$ cat src/rtl/pllcg_regs.svh
// Register map, field positions, reset values and timing counts of the clock generator control
`ifndef PLLCG_REGS_SVH
`define PLLCG_REGS_SVH
// Byte addresses on the AXI4-Lite bus
`define PLLCG_ADDR_SYSCLK   32'h0000_0000
`define PLLCG_ADDR_LPWR     32'h0000_0004
// System clock control fields
`define PLLCG_SYS_PINOFF    7
`define PLLCG_SYS_SWMODE    3
`define PLLCG_SYS_BMSEL_HI  2
`define PLLCG_SYS_BMSEL_LO  0
// Low-power control fields
`define PLLCG_LP_RSV_HI     3
`define PLLCG_LP_RSV_LO     2
`define PLLCG_LP_MULT_HI    1
`define PLLCG_LP_MULT_LO    0
// Reset values
`define PLLCG_RST_BYTE      8'h00
`define PLLCG_RST_MULT      2'h0
`define PLLCG_RST_BMSEL     3'h0
// Multiplier codes and last phase of one system clock period
`define PLLCG_MULT_X1       2'h0
`define PLLCG_MULT_X2       2'h1
`define PLLCG_MULT_X4       2'h2
`define PLLCG_LAST_X1       3'h7
`define PLLCG_LAST_X2       3'h3
`define PLLCG_LAST_X4       3'h1
// Standby wait counts in clk cycles, one per wait select code
`define PLLCG_WAIT_CNT0     13'h0040
`define PLLCG_WAIT_CNT1     13'h0080
`define PLLCG_WAIT_CNT2     13'h0100
`define PLLCG_WAIT_CNT3     13'h0200
`define PLLCG_WAIT_CNT4     13'h0400
`define PLLCG_WAIT_CNT5     13'h0800
`define PLLCG_WAIT_CNT6     13'h1000
`define PLLCG_WAIT_CNT7     13'h1000
// AXI responses
`define PLLCG_RESP_OKAY     2'h0
`define PLLCG_RESP_SLVERR   2'h2
`endif

$ cat src/rtl/pllcg_pkg.sv
// Types shared by the clock generator control block
package pllcg_pkg;
  typedef struct packed {
    logic        awvalid;
    logic [31:0] awaddr;
    logic        wvalid;
    logic [31:0] wdata;
    logic [3:0]  wstrb;
    logic        bready;
    logic        arvalid;
    logic [31:0] araddr;
    logic        rready;
  } pllcg_axi_req_s;
  typedef struct packed {
    logic        awready;
    logic        wready;
    logic        bvalid;
    logic [1:0]  bresp;
    logic        arready;
    logic        rvalid;
    logic [31:0] rdata;
    logic [1:0]  rresp;
  } pllcg_axi_rsp_s;
  typedef enum logic [2:0] {
    ST_RUN  = 3'b001,
    ST_STOP = 3'b010,
    ST_WAIT = 3'b100
  } pllcg_state_e;
endpackage : pllcg_pkg

$ cat src/rtl/pllcg_top.sv
// Clock generator control: multiplier, bus clock divider, clock pin and standby sequencing
//
// How it works
// - The clock pin shows the system clock unless output-off is set, is high in software standby and floats in hardware standby.
// - Bits 6 to 4 of the system clock control register always read as zero.
// - With switch mode 0 a new multiplier waits for a pass through software standby.
// - With switch mode 1 a new multiplier is applied at the next system clock period end after it is written.
// - The bus clock select gives full speed for 000 and the system clock over 2 to 32 for 001 to 101, with 11X prohibited.
// - The multiplier field gives x1, x2 or x4 for 00, 01, 10, with 11 prohibited.
// - Bits 3 and 2 of the low-power control register are plain storage that software keeps at zero.
// - After reset the multiplier is one.
// - Entering software standby stops the clock and makes the written multiplier active.
// - After standby release the chosen wait time is counted before the clock resumes.
// - The system clock phase is aligned to the rising edge of the external clock pin.
// - A break armed on the sleep instruction starts only after the stabilisation wait.
`timescale 1ns/1ps
`default_nettype none
`include "pllcg_regs.svh"
module pllcg_top (
  input  wire logic                     clk,
  input  wire logic                     rst_b,
  input  wire pllcg_pkg::pllcg_axi_req_s axiReq,
  output var  pllcg_pkg::pllcg_axi_rsp_s axiRsp,
  input  wire logic                     extClkPin,
  input  wire logic                     hwStandbyPin,
  input  wire logic                     standbyEnter,
  input  wire logic                     standbyRelease,
  input  wire logic                     pcBreakOnSleep,
  input  wire logic [2:0]               standbyWaitSelect,
  output logic                          phiTick,
  output logic                          busTick,
  output logic                          phiPinOut,
  output logic                          phiPinOe,
  output logic                          clockRunning,
  output logic [1:0]                    activeMult,
  output logic                          breakStart
);
  import pllcg_pkg::*;

  // ----------------------------------------------------------------
  // Declarations
  // ----------------------------------------------------------------
  pllcg_axi_rsp_s axiRsp_r;
  pllcg_state_e   state_r;
  logic [1:0]     pinSync1_r;
  logic [1:0]     pinSync2_r;
  logic           extPrev_r;
  logic           awHeld_r;
  logic           wHeld_r;
  logic [31:0]    awAddr_r;
  logic [31:0]    wData_r;
  logic           wStrb_r;
  logic           pinOff_r;
  logic           swMode_r;
  logic [2:0]     bmSel_r;
  logic [2:0]     bmAct_r;
  logic [1:0]     lpRsv_r;
  logic [1:0]     multReq_r;
  logic [1:0]     multAct_r;
  logic           multPend_r;
  logic           hwStop_r;
  logic           breakArm_r;
  logic [12:0]    waitCnt_r;
  logic [2:0]     phase_r;
  logic [4:0]     busCnt_r;
  logic           phiTick_r;
  logic           busTick_r;
  logic           phiPin_r;
  logic           phiOe_r;
  logic           running_r;
  logic           breakStart_r;
  logic           extSync;
  logic           hwStb;
  logic           extRise;
  logic           running;
  logic           wrFire;
  logic           wrSys;
  logic           wrLp;
  logic           phaseEnd;
  logic [2:0]     phaseLast;
  logic [2:0]     phase_nxt;
  logic           phiTick_nxt;
  logic [4:0]     busMask;
  logic           busEnd;
  logic [4:0]     busCnt_nxt;
  logic [12:0]    waitLoad;
  logic [31:0]    rdData;
  logic           rdHit;

  // ----------------------------------------------------------------
  // Pin synchronisers
  // ----------------------------------------------------------------
  // Two flops per pin; only the second stage feeds logic
  always_ff @(posedge clk or negedge rst_b) begin
    if (!rst_b) begin
      pinSync1_r <= 2'h0;
      pinSync2_r <= 2'h0;
      extPrev_r  <= 1'b0;
    end else begin
      pinSync1_r <= {hwStandbyPin, extClkPin};
      pinSync2_r <= pinSync1_r;
      extPrev_r  <= pinSync2_r[0];
    end
  end

  assign extSync = pinSync2_r[0];
  assign hwStb   = pinSync2_r[1];
  assign extRise = extSync & ~extPrev_r;
  assign running = (state_r == ST_RUN);

  // ----------------------------------------------------------------
  // AXI4-Lite slave
  // ----------------------------------------------------------------
  // Address and data are taken in either order; the write fires once both are held
  assign wrFire = awHeld_r & wHeld_r & ~axiRsp_r.bvalid;
  assign wrSys  = wrFire & wStrb_r & (awAddr_r == `PLLCG_ADDR_SYSCLK);
  assign wrLp   = wrFire & wStrb_r & (awAddr_r == `PLLCG_ADDR_LPWR);

  // Write channels and response
  always_ff @(posedge clk or negedge rst_b) begin
    if (!rst_b) begin
      awHeld_r         <= 1'b0;
      wHeld_r          <= 1'b0;
      awAddr_r         <= 32'h0000_0000;
      wData_r          <= 32'h0000_0000;
      wStrb_r          <= 1'b0;
      axiRsp_r.awready <= 1'b1;
      axiRsp_r.wready  <= 1'b1;
      axiRsp_r.bvalid  <= 1'b0;
      axiRsp_r.bresp   <= `PLLCG_RESP_OKAY;
    end else begin
      if (axiReq.awvalid && axiRsp_r.awready) begin
        awHeld_r         <= 1'b1;
        awAddr_r         <= {axiReq.awaddr[31:2], 2'b00};
        axiRsp_r.awready <= 1'b0;
      end
      if (axiReq.wvalid && axiRsp_r.wready) begin
        wHeld_r         <= 1'b1;
        wData_r         <= axiReq.wdata;
        wStrb_r         <= axiReq.wstrb[0];
        axiRsp_r.wready <= 1'b0;
      end
      if (wrFire) begin
        awHeld_r        <= 1'b0;
        wHeld_r         <= 1'b0;
        axiRsp_r.bvalid <= 1'b1;
        axiRsp_r.bresp  <= ((awAddr_r == `PLLCG_ADDR_SYSCLK) || (awAddr_r == `PLLCG_ADDR_LPWR)) ?
                           `PLLCG_RESP_OKAY : `PLLCG_RESP_SLVERR;
      end
      if (axiRsp_r.bvalid && axiReq.bready) begin
        axiRsp_r.bvalid  <= 1'b0;
        axiRsp_r.awready <= 1'b1;
        axiRsp_r.wready  <= 1'b1;
      end
    end
  end

  // Read data mux; reserved bits stay zero because nothing drives them
  always_comb begin
    rdData = 32'h0000_0000;
    rdHit  = 1'b1;
    if ({axiReq.araddr[31:2], 2'b00} == `PLLCG_ADDR_SYSCLK) begin
      rdData[`PLLCG_SYS_PINOFF]                       = pinOff_r;
      rdData[`PLLCG_SYS_SWMODE]                       = swMode_r;
      rdData[`PLLCG_SYS_BMSEL_HI:`PLLCG_SYS_BMSEL_LO] = bmSel_r;
    end else if ({axiReq.araddr[31:2], 2'b00} == `PLLCG_ADDR_LPWR) begin
      rdData[`PLLCG_LP_RSV_HI:`PLLCG_LP_RSV_LO]   = lpRsv_r;
      rdData[`PLLCG_LP_MULT_HI:`PLLCG_LP_MULT_LO] = multReq_r;
    end else begin
      rdHit = 1'b0;
    end
  end

  // Read channel: answer one cycle after the address is taken
  always_ff @(posedge clk or negedge rst_b) begin
    if (!rst_b) begin
      axiRsp_r.arready <= 1'b1;
      axiRsp_r.rvalid  <= 1'b0;
      axiRsp_r.rdata   <= 32'h0000_0000;
      axiRsp_r.rresp   <= `PLLCG_RESP_OKAY;
    end else if (axiReq.arvalid && axiRsp_r.arready) begin
      axiRsp_r.arready <= 1'b0;
      axiRsp_r.rvalid  <= 1'b1;
      axiRsp_r.rdata   <= rdData;
      axiRsp_r.rresp   <= rdHit ? `PLLCG_RESP_OKAY : `PLLCG_RESP_SLVERR;
    end else if (axiRsp_r.rvalid && axiReq.rready) begin
      axiRsp_r.rvalid  <= 1'b0;
      axiRsp_r.arready <= 1'b1;
    end
  end

  // ----------------------------------------------------------------
  // Control registers
  // ----------------------------------------------------------------
  // Upper low-power bits are stored and read back; software keeps them zero anyway
  always_ff @(posedge clk or negedge rst_b) begin
    if (!rst_b) begin
      pinOff_r  <= 1'b0;
      swMode_r  <= 1'b0;
      bmSel_r   <= `PLLCG_RST_BMSEL;
      lpRsv_r   <= 2'h0;
      multReq_r <= `PLLCG_RST_MULT;
    end else begin
      if (wrSys) begin
        pinOff_r <= wData_r[`PLLCG_SYS_PINOFF];
        swMode_r <= wData_r[`PLLCG_SYS_SWMODE];
        bmSel_r  <= wData_r[`PLLCG_SYS_BMSEL_HI:`PLLCG_SYS_BMSEL_LO];
      end
      if (wrLp) begin
        lpRsv_r   <= wData_r[`PLLCG_LP_RSV_HI:`PLLCG_LP_RSV_LO];
        multReq_r <= wData_r[`PLLCG_LP_MULT_HI:`PLLCG_LP_MULT_LO];
      end
    end
  end

  // ----------------------------------------------------------------
  // Multiplier
  // ----------------------------------------------------------------
  // Prohibited code 11 runs as x1 rather than leaving the period undefined
  always_comb begin
    unique case (multAct_r)
      `PLLCG_MULT_X2: phaseLast = `PLLCG_LAST_X2;
      `PLLCG_MULT_X4: phaseLast = `PLLCG_LAST_X4;
      default:        phaseLast = `PLLCG_LAST_X1;
    endcase
  end

  assign phaseEnd = (phase_r == phaseLast);

  // Immediate changes wait for a period end; standby entry adopts the written value
  always_ff @(posedge clk or negedge rst_b) begin
    if (!rst_b) begin
      multAct_r  <= `PLLCG_RST_MULT;
      multPend_r <= 1'b0;
    end else begin
      if (running && standbyEnter) begin
        multAct_r  <= multReq_r;
        multPend_r <= 1'b0;
      end else if (running && swMode_r && multPend_r && phaseEnd) begin
        multAct_r  <= multReq_r;
        multPend_r <= 1'b0;
      end
      if (wrLp && swMode_r) begin
        multPend_r <= 1'b1;
      end
    end
  end

  // ----------------------------------------------------------------
  // Standby sequencer
  // ----------------------------------------------------------------
  // Wait table of fixed counts; standbyWaitSelect is sampled when standby is released
  always_comb begin
    unique case (standbyWaitSelect)
      3'h0:    waitLoad = `PLLCG_WAIT_CNT0;
      3'h1:    waitLoad = `PLLCG_WAIT_CNT1;
      3'h2:    waitLoad = `PLLCG_WAIT_CNT2;
      3'h3:    waitLoad = `PLLCG_WAIT_CNT3;
      3'h4:    waitLoad = `PLLCG_WAIT_CNT4;
      3'h5:    waitLoad = `PLLCG_WAIT_CNT5;
      3'h6:    waitLoad = `PLLCG_WAIT_CNT6;
      default: waitLoad = `PLLCG_WAIT_CNT7;
    endcase
  end

  // Run, stopped, and stabilisation wait
  always_ff @(posedge clk or negedge rst_b) begin
    if (!rst_b) begin
      state_r      <= ST_RUN;
      hwStop_r     <= 1'b0;
      breakArm_r   <= 1'b0;
      waitCnt_r    <= 13'h0000;
      breakStart_r <= 1'b0;
    end else begin
      breakStart_r <= 1'b0;
      unique case (state_r)
        ST_RUN: begin
          if (hwStb) begin
            state_r  <= ST_STOP;
            hwStop_r <= 1'b1;
          end else if (standbyEnter) begin
            state_r    <= ST_STOP;
            breakArm_r <= pcBreakOnSleep;
          end
        end
        ST_STOP: begin
          if (!hwStb && (hwStop_r || standbyRelease)) begin
            state_r   <= ST_WAIT;
            hwStop_r  <= 1'b0;
            waitCnt_r <= waitLoad;
          end
        end
        ST_WAIT: begin
          if (hwStb) begin
            state_r  <= ST_STOP;
            hwStop_r <= 1'b1;
          end else if (waitCnt_r <= 13'h0001) begin
            state_r      <= ST_RUN;
            breakStart_r <= breakArm_r;
            breakArm_r   <= 1'b0;
          end else begin
            waitCnt_r <= waitCnt_r - 13'h0001;
          end
        end
      endcase
    end
  end

  // ----------------------------------------------------------------
  // System clock phase and bus clock divider
  // ----------------------------------------------------------------
  // Restart on the external edge keeps phase locked to the oscillator
  always_comb begin
    if (!running || extRise || phaseEnd) begin
      phase_nxt = 3'h0;
    end else begin
      phase_nxt = phase_r + 3'h1;
    end
  end

  assign phiTick_nxt = running & (phase_nxt == 3'h0);

  // Divide mask per select code; 11X falls back to full speed
  always_comb begin
    unique case (bmAct_r)
      3'h1:    busMask = 5'h01;
      3'h2:    busMask = 5'h03;
      3'h3:    busMask = 5'h07;
      3'h4:    busMask = 5'h0f;
      3'h5:    busMask = 5'h1f;
      default: busMask = 5'h00;
    endcase
  end

  assign busEnd     = ((busCnt_r & busMask) == busMask);
  assign busCnt_nxt = busEnd ? 5'h00 : (busCnt_r + 5'h01);

  // Counters; selection changes only at a bus period end so no short pulse
  always_ff @(posedge clk or negedge rst_b) begin
    if (!rst_b) begin
      phase_r  <= 3'h0;
      busCnt_r <= 5'h00;
      bmAct_r  <= `PLLCG_RST_BMSEL;
    end else begin
      phase_r <= phase_nxt;
      if (phiTick_nxt) begin
        busCnt_r <= busCnt_nxt;
        if (busEnd) begin
          bmAct_r <= bmSel_r;
        end
      end
    end
  end

  // Output flops; the pin idles high whenever the clock is stopped
  always_ff @(posedge clk or negedge rst_b) begin
    if (!rst_b) begin
      phiTick_r <= 1'b0;
      busTick_r <= 1'b0;
      phiPin_r  <= 1'b1;
      phiOe_r   <= 1'b0;
      running_r <= 1'b0;
    end else begin
      phiTick_r <= phiTick_nxt;
      busTick_r <= phiTick_nxt & busEnd;
      phiPin_r  <= ~running | pinOff_r | (phase_nxt <= (phaseLast >> 1));
      phiOe_r   <= hwStb;
      running_r <= running;
    end
  end

  assign axiRsp       = axiRsp_r;
  assign phiTick      = phiTick_r;
  assign busTick      = busTick_r;
  assign phiPinOut    = phiPin_r;
  assign phiPinOe     = phiOe_r;
  assign clockRunning = running_r;
  assign activeMult   = multAct_r;
  assign breakStart   = breakStart_r;

  // ----------------------------------------------------------------
  // Assertions
  // ----------------------------------------------------------------
  property p_pin_high_stopped;
    @(posedge clk) disable iff (!rst_b) !running |=> phiPinOut;
  endproperty
  a_pin_high_stopped: assert property (p_pin_high_stopped) else $error("clock pin not high while stopped");

  property p_pin_off;
    @(posedge clk) disable iff (!rst_b) pinOff_r ##1 pinOff_r |-> phiPinOut;
  endproperty
  a_pin_off: assert property (p_pin_off) else $error("clock pin toggles with output off");

  property p_pin_float;
    @(posedge clk) disable iff (!rst_b) hwStb |=> phiPinOe ##1 !clockRunning;
  endproperty
  a_pin_float: assert property (p_pin_float) else $error("clock pin driven in hardware standby");

  property p_rsv_zero;
    @(posedge clk) disable iff (!rst_b) axiRsp.rvalid |-> (axiRsp.rdata[6:4] == 3'h0);
  endproperty
  a_rsv_zero: assert property (p_rsv_zero) else $error("reserved bits read nonzero");

  property p_defer;
    @(posedge clk) disable iff (!rst_b) (running && !swMode_r && !standbyEnter) |=> $stable(activeMult);
  endproperty
  a_defer: assert property (p_defer) else $error("multiplier changed without standby");

  property p_immediate;
    @(posedge clk) disable iff (!rst_b)
      (multPend_r && swMode_r && running && !wrLp) ##1 (swMode_r && running && !wrLp)[*8] |-> !multPend_r;
  endproperty
  a_immediate: assert property (p_immediate) else $error("immediate multiplier not applied");

  property p_adopt;
    @(posedge clk) disable iff (!rst_b)
      (running && standbyEnter && !hwStb) |=> (state_r == ST_STOP) && (activeMult == $past(multReq_r));
  endproperty
  a_adopt: assert property (p_adopt) else $error("standby entry did not adopt multiplier");

  property p_wait;
    @(posedge clk) disable iff (!rst_b)
      (state_r == ST_STOP) ##1 (state_r == ST_WAIT) |-> (!clockRunning && !phiTick)[*8];
  endproperty
  a_wait: assert property (p_wait) else $error("clock resumed before wait time");

  property p_break;
    @(posedge clk) disable iff (!rst_b) breakStart |-> ($past(state_r) == ST_WAIT) && (state_r == ST_RUN);
  endproperty
  a_break: assert property (p_break) else $error("break started outside wait end");

  property p_align;
    @(posedge clk) disable iff (!rst_b) (extRise && running) |=> phiTick;
  endproperty
  a_align: assert property (p_align) else $error("phase not aligned to external edge");

  property p_bus_sub;
    @(posedge clk) disable iff (!rst_b) !(phiTick_nxt && busEnd) |=> $stable(bmAct_r);
  endproperty
  a_bus_sub: assert property (p_bus_sub) else $error("bus clock select changed inside a period");

  c_deferred: cover property (@(posedge clk) disable iff (!rst_b) (state_r == ST_WAIT) ##1 (state_r == ST_RUN));
  c_break:    cover property (@(posedge clk) disable iff (!rst_b) breakStart);
  c_imm:      cover property (@(posedge clk) disable iff (!rst_b) (multPend_r && swMode_r) ##1 !multPend_r);
  c_div32:    cover property (@(posedge clk) disable iff (!rst_b) busTick && (bmAct_r == 3'h5));
endmodule : pllcg_top
`default_nettype wire

$ cat config.mk
export PLATFORM = sky130hd
export DESIGN_NAME = pllcg_top
export DESIGN_NICKNAME = d
export VERILOG_FILES = /design/src/rtl/pllcg_pkg.sv /design/src/rtl/pllcg_top.sv
export VERILOG_INCLUDE_DIRS = /design/src /design/src/rtl
export SDC_FILE = /design/constraint.sdc
export NUM_CORES = 1
export LEC_CHECK = 0
export ABC_AREA = 1
export BUFFER_PORTS_ARGS = -buffer_cell sky130_fd_sc_hd__buf_4
export CORE_ASPECT_RATIO = 1.5
export CORE_MARGIN = 4
export CORE_UTILIZATION = 30
export CTS_BUF_LIST = sky130_fd_sc_hd__clkbuf_8
export DETAILED_ROUTE_END_ITERATION = 10
export PLACE_DENSITY = 0.63
export SLEW_MARGIN = 40
export SYNTH_ARGS = -nofsm -noshare
export SYNTH_HDL_FRONTEND = slang
export SYNTH_SLANG_ARGS = --single-unit
$ cat constraint.sdc
create_clock -name clk -period 2.6 [get_ports clk]
set_input_delay 0.52 -clock clk [delete_from_list [all_inputs] [get_ports clk]]
set_output_delay 0.52 -clock clk [all_outputs]
set_load 0.05 [all_outputs]
==> results of run 1 <==
power groups by stage:
stage / clock [mW] / sequential (mW) / combinational, mW
floorplan: 0 / 2.45 / 1.44
global placement: 0 / 2.35 / 2.02
detailed placement: 0 / 2.35 / 2.05
CTS: 1.09 / 2.33 / 2.06
global route: 1.16 / 2.39 / 2.35
finish: 1.05 / 2.32 / 2.02
state kept, by name (all words and copies together) (netlist names), 2 cells and up:
signal and cells:
awAddr_r 30, waitCnt_r 13, axiRsp 12, busCnt_r 5, wData_r 5, bmAct_r 3
bmSel_r 3, phase_r 3, state_r 3, activeMult 2, lpRsv_r 2, multReq_r 2
pinSync1_r 2, pinSync2_r 2
placed cells by master, fill, tap and decap left out, types with 8 or more instances in the layout:
cell type / synthesis / layout
ha_1: 9 / 9
inv_1: 64 / 64
clkbuf_8: 0 / 9
buf_4: 29 / 107
nor2_1: 52 / 52
xor2_1: 8 / 8
dfrtp_1: 97 / 97
conb_1: 1 / 29
o21ai_0: 44 / 44
nand2_1: 240 / 240
nand3_1: 44 / 44
kinds of logic after synthesis:
kind of cell	count (synthesis)	share of synthesized area (%)
XOR/XNOR	8	1.38
other	1	0.0737
buffers and inverters	104	10.1
AO/OA/AOI/OAI	59	6.44
AND/OR/NAND/NOR	365	29.5
adder cells (fa/ha/maj)	9	2.21
flip-flops	102	50.3
through the flow:
step	worst slack, ns	instances	power (mW)	hold slack [ns]
4_1_cts	0.541	971	5.47	0.0325
2_1_floorplan	0.356	676	3.88	0.224
3_3_place_gp	0.597	955	4.37	0.332
6_report	0.552	971	5.39	0.0559
3_5_place_dp	0.564	955	4.40	0.336
5_1_grt	0.265	971	5.90	0.0414
area by class of cell:
cell class                 instances  share of cell area, %
inverter                          65                   3.93
clock buffer                       9                   1.99
clock inverter                     7                   1.33
tap                              210                   4.23
timing repair buffer             108                   13.2
multi-input combinational        470                   34.1
sequential                       102                   41.2
synthesized netlist by cell type (8+ instances only):
cell,n,area (um^2)
inv_1,64,240
o21ai_0,44,220
nand3_1,44,220
dfrtp_1,97,2430
nand2_1,240,901
ha_1,9,113
buf_4,29,218
xor2_1,8,70.1
nor2_1,52,195
worst paths after layout:
check,from,end,cells past startpoint
setup / recovery,activeMult[1],phiPinOut,11
max in group asynchronous,rst_b,axiRsp[40],2
hold reg to reg,pinSync1_r[0],pinSync2_r[0],0
setup reg to reg,activeMult[1],phiPinOut,11
min in group clk,extClkPin,pinSync1_r[0],1
hold / removal,rst_b,breakStart,1
routing by layer:
layer	wire length (um)	share of wire, %	global-route usage [%]
met5	0	0	0
met4	279	2.5	5.12
met3	464	4.1	2.10
met2	5990	53	21.6
met1	4580	40	15.1
==> metrics.csv, run 1 <==
stage;metric;value;unit
yosys;synth_top_flop_cell;dfrtp_1;
yosys;synth_edf_count;0;
worst_setup_path;crit_buf_inv;3;
timing;fin_skew;0.0150;ns
clock_network;cts_hold_buffers;0;
worst_setup_path;cp_data_required_time;2.89;ns
worst_setup_path;crit_top_cell;inv_1;
power;power.internal;3.20;mW
timing;min_period;2.05;ns
power;peakVddDrop;353;uV
timing;timing.fmax;488;MHz
yosys;syn_area;5090;um^2
worst_setup_path;cp-start-kind;flip-flop;
clock_network;clk_pin_slew;0.10;ns
yosys;ys_seq_area_share;50.3;%
finish;fin_util;37.2;%
worst_setup_path;end_kind;flip-flop;
placement;hpwl;8790;um
power;power_frac_comb;37.5;%
finish;fillCellCount;1773;
route;wire_per_inst;11.7;um
route;post-route-drc-count;0;
min_path;worstHoldPathType;input pin to asynchronous set/reset pin;
worst_setup_path;path_max_fanout;4;
timing;slew_headroom;61.3;%
clock_network;cts_sinks;102;
global_routing;grtUsageTotal;12.4;%
floorplan;rows;58;
yosys;async_reset_ff_share;100;%
timing;min_period_over_period;78.8;%
floorplan;dieHeight;168;um
clock_network;cts_max_path_buffers;2;
global_routing;grt_pass1_vias;4147;
finish;final_nets;880;
finish;multi_input_area;2120;um^2
finish;register_area;2560;um^2
yosys;syn_inst;648;
worst_setup_path;critPathTopFamily;adder cells;
clock_network;htreeDepth;3;
finish;fin_area;6220;um^2
outcome;outcome;complete, no violations;
clock_network;clkLatencyLatePin;0.37;ns
route;postRouteAntennaNets;0;
timing;hold_violations;0;
timing;setup_viol;0;
clock_network;postCtsSetupRepairBufs;0;
worst_setup_path;max_stage_delay;0.41;ns
clock_network;cts_tree;done;
placement;gp_congestion;0.805;
yosys;synth-seq-cells;102;
worst_setup_path;crit_path_top_delay_cell;dfrtp_1;
floorplan;die_w;114;um
global_routing;grt_max_degree;39;
yosys;syn_avg_cell_area;7.85;um^2
route;via_per_inst;4.30;
worst_setup_path;critPathKind;flip-flop to flip-flop;
placement;io_buffers;100;
timing;slew_violations;0;
yosys;yosysWarnings;0;
finish;area_growth_syn_to_layout;22.1;%
worst_setup_path;cp_data_arrival_time;2.34;ns
power;p_clk_share;19.4;%
route;drt_iter0_markers;150;
worst_setup_path;r2r_slack;0.55;ns
clock_network;cts-buffers-inserted;9;
route;dr_total_vias;4171;
power;p_per_area;867;nW/um^2
power;p_sw_share;40.7;%
power;power.switching;2.19;mW
global_routing;grt_pass1_wl;19600;um
route;dr.pass1.iters;4;
worst_setup_path;cp_cell_sequence;ha_1 -> inv_1 -> a21oi_1 -> nand3_1 -> nand3_1 -> inv_1 -> ha_1 -> inv_1 -> nor2_1 -> o21ai_0 -> a211o_1;
global_routing;antenna_found_initial;0;
floorplan;dieArea;19200;um^2
placement;placed_area;6010;um^2
finish;antenna_cells;0;
timing;tns;0;ns
clock_network;cts_root_buffer;clkbuf_8;
power;seq_power_share;43.1;%
route;wl;11300;um
floorplan;core-area;16700;um^2
timing;tightest_slew;0.579;ns
global_routing;grt-ovfl-total;0;
clock_network;cts_resized;0;
job;drv_cap;0;
floorplan;start_util;30.5;%
yosys;yosys.cell_types.count;31;
power;p_leak;3.39;nW
floorplan;io_pins;164;
finish;drive_gt1_share;18.7;%
timing;rsz0062_at_grt;false;
(Power assumes the default switching activity.)
==> inputs of run 2 (changes only) <==
clock period = 2 ns   (was 2.6 ns; I/O delays follow)
==> run 2 against run 1 <==
Sequential cell count unchanged. Worst hold slack improved by 0.082 ns. Clock power increased by 50%. Sequential share of layout area decreased by 1.1 points. Global-route usage decreased by 0.29 points. First-iteration DRC count increased by 16%. Via count increased by 2.0%. Setup slack got worse by 0.55 ns. Critical path type unchanged. Highest routed layer unchanged.
==> metrics.csv, run 2 (same netlist as run 1, synthesis figures left out) <==
stage;metric;value;unit
outcome;outcome;complete, no violations;
power;p_per_area;1150;nW/um^2
clock_network;clk_pin_slew;0.10;ns
timing;setup_viol;0;
clock_network;cts_sinks;102;
route;drt_iter0_markers;174;
min_path;worstHoldStart;hwStandbyPin;
finish;fillCellCount;1768;
clock_network;cts_max_path_buffers;2;
global_routing;antenna_found_initial;0;
route;via_per_inst;4.33;
worst_setup_path;end_kind;flip-flop;
placement;gp_congestion;0.845;
finish;largest_reg_flops;30;
timing;layout_setup_ws;0.00166;ns
route;wire_per_inst;11.5;um
worst_setup_path;cp_data_required_time;2.29;ns
worst_setup_path;cp-start-kind;flip-flop;
power;p_sw_share;39.0;%
timing;timing.fmax;500;MHz
clock_network;cts_tree;done;
global_routing;grt_max_degree;38;
route;dr_total_vias;4255;
worst_setup_path;max_stage_delay;0.44;ns
timing;rsz0062_at_grt;true;
route;postRouteAntennaNets;0;
finish;area_growth_syn_to_layout;25.6;%
floorplan;die_w;114;um
clock_network;htreeDepth;3;
placement;io_buffers;100;
finish;layout_commonest_cell;nand2_1;
power;power_frac_comb;37.2;%
timing;fin_skew;0.0161;ns
finish;drive_gt1_share;21.0;%
finish;register_area;2560;um^2
timing;min_period;2.00;ns
route;post-route-drc-count;0;
power;peakVddDrop;579;uV
worst_setup_path;cp_data_arrival_time;2.29;ns
floorplan;dieHeight;168;um
worst_setup_path;path_max_fanout;4;
timing;hold-worst-slack;0.138;ns
global_routing;grtUsageTotal;12.1;%
power;p_clk_share;21.5;%
power;seq_power_share;41.3;%
timing;hold_violations;0;
power;power.internal;4.47;mW
finish;final_nets;892;
worst_setup_path;r2r_cells;11;
global_routing;grt_pass1_wl;18900;um
finish;registers.top_by_ff_count;awAddr_r;
worst_setup_path;critPathKind;flip-flop to flip-flop;
global_routing;grt_pass1_vias;4093;
clock_network;cts-buffers-inserted;9;
finish;antenna_cells;0;
worst_setup_path;cp_cell_sequence;ha_4 -> inv_2 -> a21oi_2 -> nand3_2 -> nand3_2 -> inv_1 -> ha_1 -> inv_1 -> nor2_1 -> o21ai_1 -> a211o_1;
timing;min_period_over_period;99.9;%
floorplan;io_pins;164;
power;p_leak;3.47;nW
finish;multi_input_area;2150;um^2
floorplan;core-area;16700;um^2
worst_setup_path;timing.rr.start;activeMult[1];
worst_setup_path;crit_path_top_delay_cell;dfrtp_2;
min_path;min_path_cells;1;
placement;hpwl;8560;um
worst_setup_path;r2r_slack;0.002;ns
job;drv_cap;0;
power;power.switching;2.85;mW
clock_network;cts_root_buffer;clkbuf_8;
floorplan;start_util;30.5;%
floorplan;rows;58;
route;wl;11300;um
min_path;whs_endpoint;pinSync1_r[1];
floorplan;dieArea;19200;um^2
placement;dpl_worst_slack;-0.0578;ns
global_routing;grt-ovfl-total;0;
worst_setup_path;timing.rr.end;phiPinOut;
finish;final_cell_mix;nand2_1, buf_4, dfrtp_1, inv_1, nor2_1;
clock_network;clkLatencyLatePin;0.37;ns
timing;slew_violations;0;
route;dr.pass1.iters;5;
min_path;worstHoldPathType;input pin to flip-flop;
==> run 2: worst max-delay path by stage <==
stage	start	end	cells past startpoint
final	activeMult[1]	phiPinOut	11
after global routing	activeMult[1]	phiPinOut	11
after CTS	activeMult[1]	phiPinOut	11
after floorplan	activeMult[0]	phiPinOut	12
after global placement	activeMult[1]	phiPinOut	11
after detailed placement	activeMult[1]	phiPinOut	11
==> run 2: final cells by class <==
| cell class | instances | share of cell area, % |
|---|---|---|
| Clock inverter | 7 | 1.86 |
| Clock buffer | 9 | 1.94 |
| Timing Repair Buffer | 120 | 14.5 |
| Sequential cell | 102 | 40.1 |
| Inverter | 65 | 3.82 |
| Tap cell | 210 | 4.11 |
| Multi-Input combinational cell | 470 | 33.7 |
==> run 2: per-layer routing <==
layer / wire [um] / part of all wire [%] / global-route usage, %
met1: 4790 / 42 / 14.8
met2: 5750 / 51 / 20.6
met3: 469 / 4.2 / 2.39
met4: 257 / 2.3 / 5.27
met5: 0 / 0 / 0
==> run 2: power groups by stage <==
stage	clock (mW)	combinational [mW]	sequential [mW]
floorplan	0	1.87	3.18
detailed placement	0	2.74	3.06
global route	1.72	3.16	3.11
CTS	1.64	2.76	3.03
finish	1.58	2.73	3.02
global placement	0	2.68	3.06
==> run 2: critical path: cells and delay by family (launching register included) <==
| family | cells | cell delay, ns |
|---|---|---|
| flip-flops | 1 | 0.44 |
| buffers and inverters | 3 | 0.14 |
| AO/OA/AOI/OAI | 3 | 0.47 |
| adder cells (fa/ha/maj) | 2 | 0.56 |
| AND/OR/NAND/NOR | 3 | 0.32 |
==> run 2: repair_timing <==
action                                  in CTS  in global routing
endpoints found under the setup margin       6                 10
hold buffers                                 1                  0
pin swaps                                    1                  3
setup buffers                                1                  1
cloned                                       0                  0
resized for setup                            3                  2
hold endpoints to repair                    29                  0
==> run 2: through the flow <==
step                power [mW]  cell area, um^2  cells  setup TNS (ns)  util, %
finish                    7.33             6390    983               0     38.3
global route              7.98             6390    983         -0.0911     38.3
CTS                       7.43             6380    982               0     38.2
detailed placement        5.80             6100    964         -0.0578     36.6
global placement          5.74             6100    964        -0.00649     36.6
floorplan                 5.05             5210    676         -0.0857        -
==> inputs of run 3 (changes only) <==
GPL_TIMING_DRIVEN = 0   (was default)
PLACE_DENSITY = 0.65   (was 0.63)
clock period = 1.65 ns   (was 2 ns; I/O delays follow)
==> run 3 against run 2 <==
The flow now finishes with violations (setup timing). Cell count increased by 4.0%. Wire length increased by 6.6%. Die area unchanged. Critical endpoint unchanged.
==> metrics.csv, run 3 (same netlist as run 1, synthesis figures left out) <==
stage;metric;value;unit
timing;min_period_over_period;114;%
clock_network;htreeDepth;3;
timing;slew_violations;0;
route;post-route-drc-count;0;
power;p_leak;3.69;nW
timing;tightest_slew;0.555;ns
route;wl;12000;um
timing;timing.fmax;530;MHz
power;peakVddDrop;588;uV
timing;setup_viol;11;
worst_setup_path;r2r_cells;11;
finish;final_cell_mix;nand2_1, buf_4, dfrtp_1, inv_1, nor2_1;
finish;fin_util;41.0;%
route;drt_iter0_markers;128;
finish;antenna_cells;0;
finish;drive_gt1_share;29.2;%
finish;register_area;2560;um^2
job;drv_cap;0;
min_path;worstHoldStart;extClkPin;
global_routing;grt_max_degree;103;
timing;layout_setup_ws;-0.238;ns
finish;fin_area;6850;um^2
finish;multi_input_area;2350;um^2
finish;area_growth_syn_to_layout;34.5;%
global_routing;grt-ovfl-total;0;
placement;placed_area;6230;um^2
outcome;failed_checks;setup timing;
route;via_per_inst;4.36;
timing;hold_violations;0;
worst_setup_path;timing.rr.start;activeMult[1];
floorplan;io_pins;164;
finish;registers.top_by_ff_count;awAddr_r;
floorplan;die_w;114;um
timing;min_period;1.89;ns
floorplan;dieArea;19200;um^2
global_routing;grtUsageTotal;12.6;%
global_routing;antenna_found_initial;0;
timing;fin_skew;0.00854;ns
finish;layout_commonest_cell;nand2_1;
finish;fillCellCount;1745;
worst_setup_path;cp-start-kind;flip-flop;
timing;slew_headroom;62.9;%
clock_network;clkLatencyLatePin;0.37;ns
worst_setup_path;path_max_fanout;2;
min_path;worstHoldPathType;input pin to flip-flop;
worst_setup_path;end_kind;flip-flop;
floorplan;rows;58;
floorplan;dieHeight;168;um
worst_setup_path;critPathKind;flip-flop to flip-flop;
placement;io_buffers;100;
clock_network;clk_pin_slew;0.10;ns
timing;rsz0062_at_grt;true;
outcome;outcome;complete, but fails checks;
clock_network;cts_sinks;102;
global_routing;grt_pass1_wl;19800;um
worst_setup_path;critPathLaunch;activeMult[1];
route;wire_per_inst;11.8;um
floorplan;core-area;16700;um^2
route;dr.pass1.iters;4;
power;finalPower;9.10;mW
min_path;min_path_cells;1;
route;postRouteAntennaNets;0;
clock_network;cts_tree;done;
worst_setup_path;cp_data_required_time;1.96;ns
placement;gp_congestion;0.817;
power;p_per_area;1330;nW/um^2
timing;tns;-1.94;ns
clock_network;cts-buffers-inserted;9;
worst_setup_path;cp_data_arrival_time;2.19;ns
global_routing;grt_pass1_vias;4244;
floorplan;start_util;30.5;%
clock_network;cts_max_path_buffers;2;
placement;hpwl;8750;um
route;dr_total_vias;4454;
finish;largest_reg_flops;30;
finish;final_nets;931;
clock_network;cts_root_buffer;clkbuf_8;
-- run 3: path summary, 6_finish.rpt --
kind / endpoint / slack, ns
max in group asynchronous: phiPinOut / 0.59
min: pinSync1_r[0] / 0.06
min in group asynchronous: axiRsp[34] / 0.39
min reg2reg: pinSync2_r[1] / 0.37
max: phiPinOut / -0.24
max reg2reg: phiPinOut / -0.24
-- run 3: final cells by class --
cell class | instances | share of cell area, %
Clock inverter | 5 | 0.512
Clock buffer | 11 | 2.21
Tap cell | 210 | 3.84
Sequential cell | 102 | 37.4
Inverter | 65 | 3.60
Buffer | 39 | 4.18
Multi-Input combinational cell | 470 | 34.3
Timing Repair Buffer | 120 | 13.9
-- run 3: repair_timing --
| action | CTS | global route |
|---|---|---|
| endpoints found under the hold margin | 0 | 25 |
| gates cloned | 1 | 0 |
| gates resized for setup | 14 | 64 |
| pin swaps | 8 | 17 |
| hold buffers | 0 | 1 |
| setup buffers | 8 | 9 |
| endpoints found under the setup margin | 35 | 69 |
-- run 3: power by group --
part,internal [mW],total [mW],switching (mW)
registers,3.22,3.73,0.503
clock network,0.633,1.51,0.873
logic,1.51,3.87,2.36
-- run 3: worst max-delay path, cell delays in order, from the launching register on --
cell     delay (ns)
dfrtp_2        0.43
ha_4           0.28
inv_4          0.03
a21oi_2        0.12
nand3_2        0.12
nand3_2        0.09
inv_2          0.05
ha_4           0.26
inv_2          0.02
nor2_1         0.08
o21ai_1        0.08
a211o_1        0.25
-- run 3: metrics by stage --
stage | hold WS [ns] | setup slack [ns] | instances
6_report | 0.0591 | -0.238 | 1022
5_1_grt | 0.0499 | -0.325 | 1022
4_1_cts | 0.0276 | -0.262 | 1011
3_5_place_dp | 0.347 | -0.390 | 986
3_3_place_gp | 0.334 | -0.376 | 986
2_1_floorplan | 0.0344 | -0.436 | 676
-- run 3: metal layers --
layer  share of wire [%]  up-vias  routed length, um  global-route usage [%]
li1                    -     2293                  -                       -
met1                  40     2075               4810                    15.2
met2                  54       75               6530                    22.2
met3                 3.9       11                463                    1.99
met4                 1.7        0                204                    4.86
met5                   0        -                  0                       0
